===== src/verilog/irq_prio_defs.svh =====
`ifndef IRQ_PRIO_DEFS_SVH
`define IRQ_PRIO_DEFS_SVH

// reset values of the priority registers
`define PRIO_A_RST 16'h0000
`define PRIO_B_RST 16'h0000
`define PRIO_C_RST 16'h0000
`define PRIO_D_RST 16'hda74
`define PRIO_EXT_RST 16'h0000

// writable bits of register b; bits 3-0 are reserved and read as zero
`define PRIO_B_MASK 16'hfff0

// nibble index of each 4-bit level field: 3 = bits 15-12 ... 0 = bits 3-0
`define FLD_15_12 3
`define FLD_11_8 2
`define FLD_7_4 1
`define FLD_3_0 0

// levels
`define LVL_NMI 5'h10
`define LVL_NONE 5'h00
`define PIN_IDLE 4'hf

// event codes
`define EV_NMI 12'h1c0
`define EV_PIN_BASE 12'h200
`define EV_PIN0 12'h240
`define EV_PIN1 12'h2a0
`define EV_PIN2 12'h300
`define EV_PIN3 12'h360
`define EV_DEBUG 12'h600
`define EV_PORT 12'h620
`define EV_DMA0 12'h640
`define EV_DMA1 12'h660
`define EV_DMA2 12'h680
`define EV_DMA3 12'h6a0
`define EV_DMA4 12'h780
`define EV_DMA5 12'h7a0
`define EV_DMA6 12'h7c0
`define EV_DMA7 12'h7e0
`define EV_DMA_FAULT 12'h6c0
`define EV_TMR3 12'hb00
`define EV_TMR4 12'hb80
`define EV_TMR0 12'h400
`define EV_TMR1 12'h420
`define EV_TMR2 12'h440
`define EV_TMR2_CAP 12'h460
`define EV_ALARM 12'h480
`define EV_PERIODIC 12'h4a0
`define EV_CARRY 12'h4c0
`define EV_SCI_RX_ERR 12'h4e0
`define EV_SCI_RX_FULL 12'h500
`define EV_SCI_TX_EMPTY 12'h520
`define EV_SCI_TX_END 12'h540
`define EV_FIFO_SERIAL_UNIT_RX_ERR 12'h700
`define EV_FIFO_SERIAL_UNIT_RX_FULL 12'h720
`define EV_FIFO_SERIAL_UNIT_BREAK 12'h740
`define EV_FIFO_SERIAL_UNIT_TX_EMPTY 12'h760
`define EV_INTERVAL 12'h560
`define EV_REFRESH_MATCH 12'h580
`define EV_REFRESH_OVF 12'h5a0

`endif


===== src/verilog/irq_prio_pkg.sv =====
package irq_prio_pkg;

   // selects which priority register a write lands in
   typedef enum logic [2:0] {
      SEL_A,
      SEL_B,
      SEL_C,
      SEL_D,
      SEL_EXT
   } prio_sel_t;

   // request lines from the on-chip units, all active high levels
   typedef struct packed {
      logic debug_iface;
      logic port_irq;
      logic [7:0] dma_done_irq;
      logic dma_addr_fault_irq;
      logic [4:0] timer_underflow_irq;
      logic timer_capture_irq;
      logic alarm_irq;
      logic periodic_irq;
      logic carry_irq;
      logic sci_rx_error_irq;
      logic sci_rx_full_irq;
      logic sci_tx_empty_irq;
      logic sci_tx_end_irq;
      logic fifo_serial_unit_rx_error_irq;
      logic fifo_serial_unit_rx_full_irq;
      logic fifo_serial_unit_line_break_irq;
      logic fifo_serial_unit_tx_empty_irq;
      logic interval_irq;
      logic refresh_match_irq;
      logic refresh_overflow_irq;
   } periph_irq_t;

   // the request offered to the cpu
   typedef struct packed {
      logic pending;
      logic [4:0] level;
      logic [11:0] code;
   } irq_result_t;

endpackage


===== src/verilog/level_pick.sv =====
`timescale 1ns/100ps
`default_nettype none

// picks the entry with the highest nonzero level; on a tie the lowest
// index wins, so the entry order is the default tie-break order
module level_pick #(
   parameter int N = 37,
   parameter int LW = 5,
   parameter int CW = 12
) (
   input wire logic [N-1:0][LW-1:0] lvl_i,
   input wire logic [N-1:0][CW-1:0] code_i,
   output logic valid_o,
   output logic [LW-1:0] lvl_o,
   output logic [CW-1:0] code_o
);

   // linear scan: strict greater-than keeps the earlier entry on ties
   always_comb begin
      lvl_o = '0;
      code_o = '0;
      for (int i = 0; i < N; i++) begin
         if (lvl_i[i] > lvl_o) begin
            lvl_o = lvl_i[i];
            code_o = code_i[i];
         end
      end
      valid_o = (lvl_o != '0);
   end

endmodule

`default_nettype wire


===== src/verilog/interrupt_priority_resolver.sv =====
`timescale 1ns/100ps
`default_nettype none
`include "irq_prio_defs.svh"

module interrupt_priority_resolver #(
   parameter bit BASE_VARIANT = 1'b0,
   parameter int NSRC = 37
) (
   input wire logic clk_i,
   input wire logic rst_n_i,
   input wire logic nmi_req_i,
   input wire logic [3:0] encoded_request_pins_n_i,
   input wire logic pin_mode_select_i,
   input wire irq_prio_pkg::periph_irq_t periph_irq_i,
   input wire logic prio_wr_i,
   input wire irq_prio_pkg::prio_sel_t prio_sel_i,
   input wire logic [15:0] prio_wdata_i,
   output logic [15:0] priority_reg_a_o,
   output logic [15:0] priority_reg_b_o,
   output logic [15:0] priority_reg_c_o,
   output logic [15:0] priority_reg_d_o,
   output logic [15:0] extended_priority_reg_o,
   output irq_prio_pkg::irq_result_t result_o
);

   logic [15:0] prio_a_q, prio_a_d;
   logic [15:0] prio_b_q, prio_b_d;
   logic [15:0] prio_c_q, prio_c_d;
   logic [15:0] prio_d_q, prio_d_d;
   logic [15:0] prio_ext_q, prio_ext_d;
   logic [3:0] pin_meta_q, pin_sync_q;
   irq_prio_pkg::irq_result_t result_q, result_d;
   logic [NSRC-1:0][4:0] src_lvl;
   logic [NSRC-1:0][11:0] src_code;
   logic pick_valid;
   logic [4:0] pick_lvl;
   logic [11:0] pick_code;

   // one 4-bit level field of a priority register, widened to a level
   function automatic logic [4:0] fld(input logic [15:0] r, input int idx);
      fld = {1'b0, r[idx*4 +: 4]};
   endfunction

   // a request counts only at a nonzero level
   function automatic logic [4:0] ent(input logic req, input logic [4:0] lvl);
      ent = req ? lvl : `LVL_NONE;
   endfunction

   // codes in default order; entry 1 is the encoded pin code, filled live
   localparam logic [NSRC-1:0][11:0] CODES = {
      `EV_REFRESH_OVF, `EV_REFRESH_MATCH, `EV_INTERVAL,
      `EV_FIFO_SERIAL_UNIT_TX_EMPTY, `EV_FIFO_SERIAL_UNIT_BREAK, `EV_FIFO_SERIAL_UNIT_RX_FULL, `EV_FIFO_SERIAL_UNIT_RX_ERR,
      `EV_SCI_TX_END, `EV_SCI_TX_EMPTY, `EV_SCI_RX_FULL, `EV_SCI_RX_ERR,
      `EV_CARRY, `EV_PERIODIC, `EV_ALARM,
      `EV_TMR2_CAP, `EV_TMR2, `EV_TMR1, `EV_TMR0, `EV_TMR4, `EV_TMR3,
      `EV_DMA_FAULT, `EV_DMA7, `EV_DMA6, `EV_DMA5, `EV_DMA4,
      `EV_DMA3, `EV_DMA2, `EV_DMA1, `EV_DMA0,
      `EV_PORT, `EV_DEBUG,
      `EV_PIN3, `EV_PIN2, `EV_PIN1, `EV_PIN0,
      `EV_PIN_BASE, `EV_NMI
   };

   // register writes; the cpu block bit discipline is software's job,
   // so a write here takes effect on the next edge whatever the cpu state
   always_comb begin
      prio_a_d = prio_a_q;
      prio_b_d = prio_b_q;
      prio_c_d = prio_c_q;
      prio_d_d = prio_d_q;
      prio_ext_d = prio_ext_q;
      if (prio_wr_i) begin
         case (prio_sel_i)
            irq_prio_pkg::SEL_A: prio_a_d = prio_wdata_i;
            irq_prio_pkg::SEL_B: prio_b_d = prio_wdata_i & `PRIO_B_MASK;
            irq_prio_pkg::SEL_C: prio_c_d = prio_wdata_i;
            irq_prio_pkg::SEL_D: begin
               if (!BASE_VARIANT) begin
                  prio_d_d = prio_wdata_i;
               end
            end
            irq_prio_pkg::SEL_EXT: prio_ext_d = prio_wdata_i;
            default: prio_a_d = prio_a_q;
         endcase
      end
   end

   always_ff @(posedge clk_i) begin
      if (!rst_n_i) begin
         prio_a_q <= `PRIO_A_RST;
         prio_b_q <= `PRIO_B_RST;
         prio_c_q <= `PRIO_C_RST;
         prio_d_q <= `PRIO_D_RST;
         prio_ext_q <= `PRIO_EXT_RST;
      end else begin
         prio_a_q <= prio_a_d;
         prio_b_q <= prio_b_d;
         prio_c_q <= prio_c_d;
         prio_d_q <= prio_d_d;
         prio_ext_q <= prio_ext_d;
      end
   end

   // pins are asynchronous; two flops before anything looks at them.
   // the idle value is all ones so reset does not fake a request
   always_ff @(posedge clk_i) begin
      if (!rst_n_i) begin
         pin_meta_q <= `PIN_IDLE;
         pin_sync_q <= `PIN_IDLE;
      end else begin
         pin_meta_q <= encoded_request_pins_n_i;
         pin_sync_q <= pin_meta_q;
      end
   end

   // build the source table in default order, highest first
   always_comb begin
      src_code = CODES;
      src_lvl = '0;
      src_lvl[0] = ent(nmi_req_i, `LVL_NMI);
      if (!pin_mode_select_i) begin
         // encoded level: ~v equals 15 - v, and all ones gives level 0
         src_lvl[1] = {1'b0, ~pin_sync_q};
         src_code[1] = `EV_PIN_BASE + {3'b000, pin_sync_q, 5'b00000};
      end else begin
         src_lvl[2] = ent(!pin_sync_q[0], fld(prio_d_q, `FLD_15_12));
         src_lvl[3] = ent(!pin_sync_q[1], fld(prio_d_q, `FLD_11_8));
         src_lvl[4] = ent(!pin_sync_q[2], fld(prio_d_q, `FLD_7_4));
         src_lvl[5] = ent(!pin_sync_q[3], fld(prio_d_q, `FLD_3_0));
      end
      src_lvl[6] = ent(periph_irq_i.debug_iface, fld(prio_c_q, `FLD_3_0));
      src_lvl[7] = ent(periph_irq_i.port_irq, fld(prio_c_q, `FLD_15_12));
      for (int i = 0; i < 8; i++) begin
         src_lvl[8+i] = ent(periph_irq_i.dma_done_irq[i], fld(prio_c_q, `FLD_11_8));
      end
      src_lvl[16] = ent(periph_irq_i.dma_addr_fault_irq, fld(prio_c_q, `FLD_11_8));
      // timers 3 and 4 rank ahead of 0 to 2 when levels tie
      src_lvl[17] = ent(periph_irq_i.timer_underflow_irq[3], fld(prio_ext_q, `FLD_11_8));
      src_lvl[18] = ent(periph_irq_i.timer_underflow_irq[4], fld(prio_ext_q, `FLD_15_12));
      src_lvl[19] = ent(periph_irq_i.timer_underflow_irq[0], fld(prio_a_q, `FLD_15_12));
      src_lvl[20] = ent(periph_irq_i.timer_underflow_irq[1], fld(prio_a_q, `FLD_11_8));
      src_lvl[21] = ent(periph_irq_i.timer_underflow_irq[2], fld(prio_a_q, `FLD_7_4));
      src_lvl[22] = ent(periph_irq_i.timer_capture_irq, fld(prio_a_q, `FLD_7_4));
      src_lvl[23] = ent(periph_irq_i.alarm_irq, fld(prio_a_q, `FLD_3_0));
      src_lvl[24] = ent(periph_irq_i.periodic_irq, fld(prio_a_q, `FLD_3_0));
      src_lvl[25] = ent(periph_irq_i.carry_irq, fld(prio_a_q, `FLD_3_0));
      src_lvl[26] = ent(periph_irq_i.sci_rx_error_irq, fld(prio_b_q, `FLD_7_4));
      src_lvl[27] = ent(periph_irq_i.sci_rx_full_irq, fld(prio_b_q, `FLD_7_4));
      src_lvl[28] = ent(periph_irq_i.sci_tx_empty_irq, fld(prio_b_q, `FLD_7_4));
      src_lvl[29] = ent(periph_irq_i.sci_tx_end_irq, fld(prio_b_q, `FLD_7_4));
      src_lvl[30] = ent(periph_irq_i.fifo_serial_unit_rx_error_irq, fld(prio_c_q, `FLD_7_4));
      src_lvl[31] = ent(periph_irq_i.fifo_serial_unit_rx_full_irq, fld(prio_c_q, `FLD_7_4));
      src_lvl[32] = ent(periph_irq_i.fifo_serial_unit_line_break_irq, fld(prio_c_q, `FLD_7_4));
      src_lvl[33] = ent(periph_irq_i.fifo_serial_unit_tx_empty_irq, fld(prio_c_q, `FLD_7_4));
      src_lvl[34] = ent(periph_irq_i.interval_irq, fld(prio_b_q, `FLD_15_12));
      src_lvl[35] = ent(periph_irq_i.refresh_match_irq, fld(prio_b_q, `FLD_11_8));
      src_lvl[36] = ent(periph_irq_i.refresh_overflow_irq, fld(prio_b_q, `FLD_11_8));
   end

   // table order is the tie-break, so the picker needs no extra rank input
   level_pick #(
      .N(NSRC),
      .LW(5),
      .CW(12)
   ) u_pick (
      .lvl_i(src_lvl),
      .code_i(src_code),
      .valid_o(pick_valid),
      .lvl_o(pick_lvl),
      .code_o(pick_code)
   );

   // the winner is re-registered every cycle, one cycle behind nmi and unit requests and three behind the pins
   always_comb begin
      result_d.pending = pick_valid;
      result_d.level = pick_lvl;
      result_d.code = pick_valid ? pick_code : 12'h000;
   end

   always_ff @(posedge clk_i) begin
      if (!rst_n_i) begin
         result_q <= '0;
      end else begin
         result_q <= result_d;
      end
   end

   assign priority_reg_a_o = prio_a_q;
   assign priority_reg_b_o = prio_b_q;
   assign priority_reg_c_o = prio_c_q;
   assign priority_reg_d_o = prio_d_q;
   assign extended_priority_reg_o = prio_ext_q;
   assign result_o = result_q;

endmodule

`default_nettype wire


===== config.mk =====
export PLATFORM = sky130hd
export DESIGN_NAME = interrupt_priority_resolver
export DESIGN_NICKNAME = d
export VERILOG_FILES = /design/src/verilog/irq_prio_pkg.sv /design/src/verilog/level_pick.sv /design/src/verilog/interrupt_priority_resolver.sv
export VERILOG_INCLUDE_DIRS = /design/src /design/src/verilog
export SDC_FILE = /design/constraint.sdc
export NUM_CORES = 1
export LEC_CHECK = 0
export ABC_AREA = 1
export BUFFER_PORTS_ARGS = -buffer_cell sky130_fd_sc_hd__clkbuf_2
export CORE_AREA = 2 2 181 183
export DETAILED_ROUTE_END_ITERATION = 8
export DIE_AREA = 0 0 183 185
export GPL_ROUTABILITY_DRIVEN = 0
export GPL_TIMING_DRIVEN = 0
export PLACE_DENSITY = 0.85
export SLEW_MARGIN = 20
export SYNTH_ARGS = -nofsm -noshare
export SYNTH_HDL_FRONTEND = slang
export SYNTH_HIERARCHICAL = 1
export SYNTH_SLANG_ARGS = --single-unit

===== constraint.sdc =====
create_clock -name clk_i -period 40.2 [get_ports clk_i]
set_input_delay 4.02 -clock clk_i [delete_from_list [all_inputs] [get_ports clk_i]]
set_output_delay 4.02 -clock clk_i [all_outputs]
set_load 0.005 [all_outputs]

==> results of run 1 <==
==> synth_stat cells (2+ instances only) <==
cell type,number
buf_6,3
buf_2,40
o211ai_1,24
nand3b_2,2
clkbuf_1,44
nand2_2,19
inv_1,424
nor3_1,7
inv_2,4
nand2_4,3
nor2_1,214
o21ai_1,24
a21oi_2,2
nor2_4,6
nor2_2,4
buf_4,38
or2_0,6
conb_1,2
o211ai_2,2
a21oi_1,40
or2_2,212
or2_1,3
nand4_1,2
nand3_2,171
o21ai_0,27
dfxtp_1,102
clkinv_1,2
nor4_1,5
and2_1,44
nand2_1,955
o21bai_1,24
nand3_1,468
ha_1,180
buf_1,17
==> layer usage <==
layer  part of all wire (%)  vias to the layer above
li1                       -                    11090
met1                     38                    10240
met5                  0.090                        -
met2                     46                     1330
met3                    8.5                      517
met4                    7.4                        6
==> sequential cells by signal, indices dropped and copies added (netlist names) <==
name,flops
pin_meta_q,4
priority_reg_d_o,16
priority_reg_b_o,12
extended_priority_reg_o,16
pin_sync_q,4
result_o,18
priority_reg_a_o,16
priority_reg_c_o,16
==> final timing paths <==
path | slack, ps | from | cells past startpoint | end
worst max register to register | -2680 | pin_sync_q[3]$_SDFF_PN1_ | 339 | result_o[6]$_SDFF_PN0_
worst min register to register | 420 | pin_meta_q[0]$_SDFF_PN1_ | 2 | pin_sync_q[0]$_SDFF_PN1_
worst max-delay path | -6050 | pin_mode_select_i | 341 | result_o[6]$_SDFF_PN0_
worst min-delay path | 420 | pin_meta_q[0]$_SDFF_PN1_ | 2 | pin_sync_q[0]$_SDFF_PN1_
==> what timing repair did <==
| action | 4_1_cts | 5_1_grt |
|---|---|---|
| resized for setup | 23 | 594 |
| pin swaps | 41 | 306 |
| gates cloned | 0 | 3 |
| endpoints found under the setup margin | 18 | 18 |
| buffers inserted | 57 | 111 |
==> layout make-up <==
cell class	instances	share of cell area, %
repair buffers	320	8.197
clock buffers	11	0.9240
well taps	408	1.943
multi-input cells	2970	71.11
flip-flops and latches	102	7.773
clock inverters	5	0.2524
plain buffers	144	3.596
inverters	430	6.201
==> cells by family (layout without fill, tap and decap cells) <==
kind of cell / Yosys count / after routing
AO/OA/AOI/OAI: 144 / 144
adder cells (fa/ha/maj): 180 / 180
buffers and inverters: 574 / 910
flip-flops: 102 / 102
other: 2 / 523
AND/OR/NAND/NOR: 2123 / 2123
==> through the flow <==
step           setup slack, ps  setup TNS (ps)  hold slack (ps)
2_1_floorplan            -1919          -32310            379.5
3_3_place_gp             -5926         -104050            381.1
3_5_place_dp             -6759         -118950            386.6
4_1_cts                  -4485          -78570            404.0
5_1_grt                  -7586         -133860            442.7
6_report                 -6049         -106130            418.2
==> worst max-delay path, delay by kind of cell <==
kind	cells	cell delay, ps
buf+inv	71	7570
fa+ha+maj	36	8690
simple gates	215	23120
compound gates	19	2860
==> flow_summary.json, run 1 <==
{
  "status": "finished with violations",
  "violations": "DRC, setup timing",
  "rows": 66,
  "synth-compound-area-share_pct": 4.809,
  "drc": 55,
  "root_buffer": "clkbuf_16",
  "ctsHoldBuffers": 0,
  "crit_fanout": 8,
  "cts_tree": "built",
  "hold_viol": 0,
  "grt_pass1_vias": 18020,
  "grt_use_met2_pct": 48.92,
  "period_share_pct": 115.0,
  "grt_pass1_wl_um": 81280,
  "final_util_pct": 81.99,
  "multi_input_area_um2": 18680,
  "fin_ws_ps": -6049,
  "cap_violations": 0,
  "clk_pin_slew_ps": 70,
  "netlist_top_cells_area": "nand2_1 20%, nand3_1 13%, ha_1 12%",
  "synth_xor_area_share_pct": 0,
  "grt_use_met1_pct": 37.53,
  "n_fill_cell": 1928,
  "yosysSeqAreaShare_pct": 11.33,
  "finalSetupViolCount": 18,
  "placed_cell_area_um2": 21620,
  "numPortBuffers": 151,
  "yosysWarnings": 6,
  "critPathKind": "in2reg",
  "drive_above_1_share_pct": 32.92,
  "drt_pass1_iterations": 9,
  "clk_path_buf_depth": 2,
  "slowest_delay_ps": 340,
  "ios": 157,
  "synth.top_cell.area_share_pct": 19.88,
  "fin_skew_ps": 8.436,
  "viasPerCell": 5.280,
  "cp-start-kind": "input port",
  "final_cell_mix": "766 x nand2_1, 523 x conb_1, 438 x nand3_1",
  "synth-simple-area-share_pct": 58.11,
  "grt-ovfl-total": 0,
  "layout.area.seq_um2": 2042,
  "slowest_stage": "nor4_2",
  "synthToLayoutAreaGrowth_pct": 45.70,
  "synth_top_family_by_area": "simple AND/OR/NAND/NOR gates",
  "dp.cells": 4205,
  "die_x_um": 183,
  "die_h_um": 185,
  "syn_inst": 3125,
  "htree_levels": 3,
  "post-route-min-period_ps": 46250,
  "core_um2": 32040,
  "rsz0062_at_grt": "yes",
  "slew-limit-headroom_pct": 52.51,
  "grt_use_total_pct": 28.51,
  "layout.nets": 4216,
  "initial_core_util_pct": 56.27,
  "first_iter_violations": 2033,
  "grt-busiest-layer": "met2",
  "arrival_ps": 46510,
  "antenna_left": 0,
  "cts_sinks": 102,
  "synth.area.mux_share_pct": 0,
  "synth-edff-count": 0,
  "clk_latency_ps": 360,
  "cp.required_ps": 40460,
  "avgSynthCellArea_um2": 5.770,
  "cpMostUsedCell": "nand2_2",
  "die_area_um2": 33860,
  "cts_made_buffers": 9,
  "via_count": 23180,
  "synth.ff_latch_count": 102,
  "grt_max_degree": 18,
  "worstMarginPinSlew_ps": 712.4,
  "drt_wl_total_um": 68720,
  "yosys.area_share.adder_pct": 12.49,
  "instances_no_fill": 4390,
  "wl_per_cell_um": 15.65,
  "hold_class": "reg2reg",
  "final_common_cell": "nand2_1",
  "hpwl_um": 39050,
  "grt_antenna_before_repair": 2,
  "fmaxAchievable_ghz": 0.02162,
  "worst_setup_path_end_kind": "flop",
  "n_antenna_cell": 0,
  "synth_cell_types": 39,
  "finalInstanceArea_um2": 26270,
  "maxSlewViolCount": 0,
  "synthArstFlopShare_pct": 0,
  "netlist_area_um2": 18030,
  "yosys_most_used_dff": "dfxtp_1",
  "synth_area_leader_cell": "nand2_1",
  "met3_usage_pct": 3.559
}
Power of run 1 is not shown: default switching activity piles up to over one toggle a cycle in this logic, so the estimate is an artifact.
==> inputs of run 2 (changes only) <==
--- a/config.mk
+++ b/config.mk
@@ -13,7 +13,7 @@
 export DIE_AREA = 0 0 183 185
 export GPL_ROUTABILITY_DRIVEN = 0
 export GPL_TIMING_DRIVEN = 0
-export PLACE_DENSITY = 0.85
+export PLACE_DENSITY = 0.79
 export SLEW_MARGIN = 20
 export SYNTH_ARGS = -nofsm -noshare
 export SYNTH_HDL_FRONTEND = slang
==> run 2 against run 1 <==
- the run ends with setup timing left
- flip-flop and latch count is the same
- via count down 2.6%
- non-clock buffer count grew 12
- final area grew 0.25%
- routed wire length down 5.2%
- worst hold slack got worse by 14 ps
- critical path depth down 2
- register-to-register slack improved by 790 ps
- first-iteration DRC count down 16%
- global-route usage up 1.3 points
- maximum frequency rose by 1.8%
- die area stayed put
==> flow_summary.json, run 2 (synthesis gave the netlist of run 1 again) <==
{
  "status": "finished with violations",
  "violations": "setup timing",
  "arrival_ps": 45700,
  "post-route-min-period_ps": 45440,
  "ios": 157,
  "hp-start": "pin_meta_q[3]$_SDFF_PN1_",
  "numPortBuffers": 151,
  "clk_pin_slew_ps": 70,
  "final_common_cell": "nand2_1",
  "clk_latency_ps": 360,
  "crit_fanout": 8,
  "final_cell_mix": "783 x nand2_1, 523 x conb_1, 437 x nand3_1",
  "clk_path_buf_depth": 2,
  "drive_above_1_share_pct": 32.69,
  "period_share_pct": 113.0,
  "grt_pass1_vias": 19290,
  "grt-ovfl-total": 0,
  "viasPerCell": 5.130,
  "die_h_um": 185,
  "htree_levels": 3,
  "die_area_um2": 33860,
  "finalSetupViolCount": 18,
  "min_path_cells": 2,
  "hold-path-endpoint": "pin_sync_q[3]$_SDFF_PN1_",
  "critPathTopFamily": "simple AND/OR/NAND/NOR gates",
  "reg2reg_depth": 337,
  "dp.cells": 4205,
  "slowest_stage": "nor4_2",
  "largest_reg_flops": 18,
  "rsz0062_at_grt": "yes",
  "cp-start-kind": "input port",
  "fmaxAchievable_ghz": 0.02201,
  "instances_no_fill": 4400,
  "core_um2": 32040,
  "hpwl_um": 42330,
  "hold_ws_ps": 404.6,
  "maxSlewViolCount": 0,
  "critPathKind": "in2reg",
  "fin_ws_ps": -5240,
  "grt_use_total_pct": 29.78,
  "rows": 66,
  "layout.nets": 4228,
  "antenna_left": 0,
  "first_iter_violations": 1705,
  "worstReg2RegStart": "pin_sync_q[3]$_SDFF_PN1_",
  "root_buffer": "clkbuf_16",
  "n_antenna_cell": 0,
  "pre_cts_slack_ps": -6901,
  "cpMostUsedCell": "nand2_2",
  "die_x_um": 183,
  "worst_setup_path_end_kind": "flop",
  "via_count": 22570,
  "grt_max_degree": 18,
  "grt_pass1_wl_um": 85100,
  "wl_per_cell_um": 14.80,
  "cap_violations": 0,
  "initial_core_util_pct": 56.27,
  "cts_sinks": 102,
  "finalInstanceArea_um2": 26330,
  "drc": 0,
  "drt_wl_total_um": 65130,
  "cts_made_buffers": 9,
  "worstMarginPinSlew_ps": 739.6,
  "hold_viol": 0,
  "placed_cell_area_um2": 21620,
  "reg2reg_setup_slack_ps": -1890,
  "cts_tree": "built",
  "fin_skew_ps": 14.54,
  "drt_pass1_iterations": 6,
  "r2r-end": "result_o[2]$_SDFF_PN0_",
  "grt_antenna_before_repair": 1,
  "cp.buffers_inverters": 73,
  "hold_class": "reg2reg",
  "slowest_delay_ps": 370,
  "synthToLayoutAreaGrowth_pct": 46.06,
  "cp.required_ps": 40460,
  "slew-limit-headroom_pct": 50.70
}
-- run 2: how the worst max path moves through the flow --
stage | from | to | slack (ps) | depth (start not counted)
6_report | pin_mode_select_i | result_o[2]$_SDFF_PN0_ | -5240 | 339
5_1_grt | pin_mode_select_i | result_o[7]$_SDFF_PN0_ | -7120 | 342
4_1_cts | pin_mode_select_i | result_o[10]$_SDFF_PN0_ | -4490 | 337
3_5_place_dp | pin_mode_select_i | result_o[10]$_SDFF_PN0_ | -6900 | 337
3_3_place_gp | pin_mode_select_i | result_o[6]$_SDFF_PN0_ | -5520 | 337
2_1_floorplan | pin_mode_select_i | result_o[10]$_SDFF_PN0_ | -1920 | 337
-- run 2: final cells by class --
class                   instances  area (um^2)
clock inverters                 5        65.06
inverters                     430         1639
repair buffers                332         2201
multi-input cells            2970        18700
clock buffers                   9        225.2
fillers                      2076         5707
plain buffers                 144        947.2
well taps                     408        510.5
flip-flops and latches        102         2042
-- run 2: through the flow --
stage / setup TNS, ps / utilization [%]
2_1_floorplan: -32310 / -
3_3_place_gp: -96910 / 67.48
3_5_place_dp: -121580 / 67.48
4_1_cts: -78410 / 69.89
5_1_grt: -126460 / 82.19
6_report: -92460 / 82.19
-- run 2: worst min-delay path: cells and delay by family, from the launching register on --
kind,cells,cell delay (ps)
buf+inv,1,30
flops,1,310
simple gates,1,40
-- run 2: repair_timing --
| item | in CTS | in global routing |
|---|---|---|
| gates resized for setup | 28 | 590 |
| pin swaps | 41 | 306 |
| setup buffers | 51 | 130 |
| endpoints found under the setup margin | 18 | 18 |
| hold buffers | 0 | 0 |
| gates cloned | 0 | 3 |
-- run 2: metal layers --
layer  track usage, %  up-vias  wire, um
li1                 -    11110         -
met1            36.26    10180     25830
met2            52.47     1013     31660
met3            4.994      276      4503
met4            11.33        0      3144
met5                0        -         0
Power of run 2 is left out for the same reason.
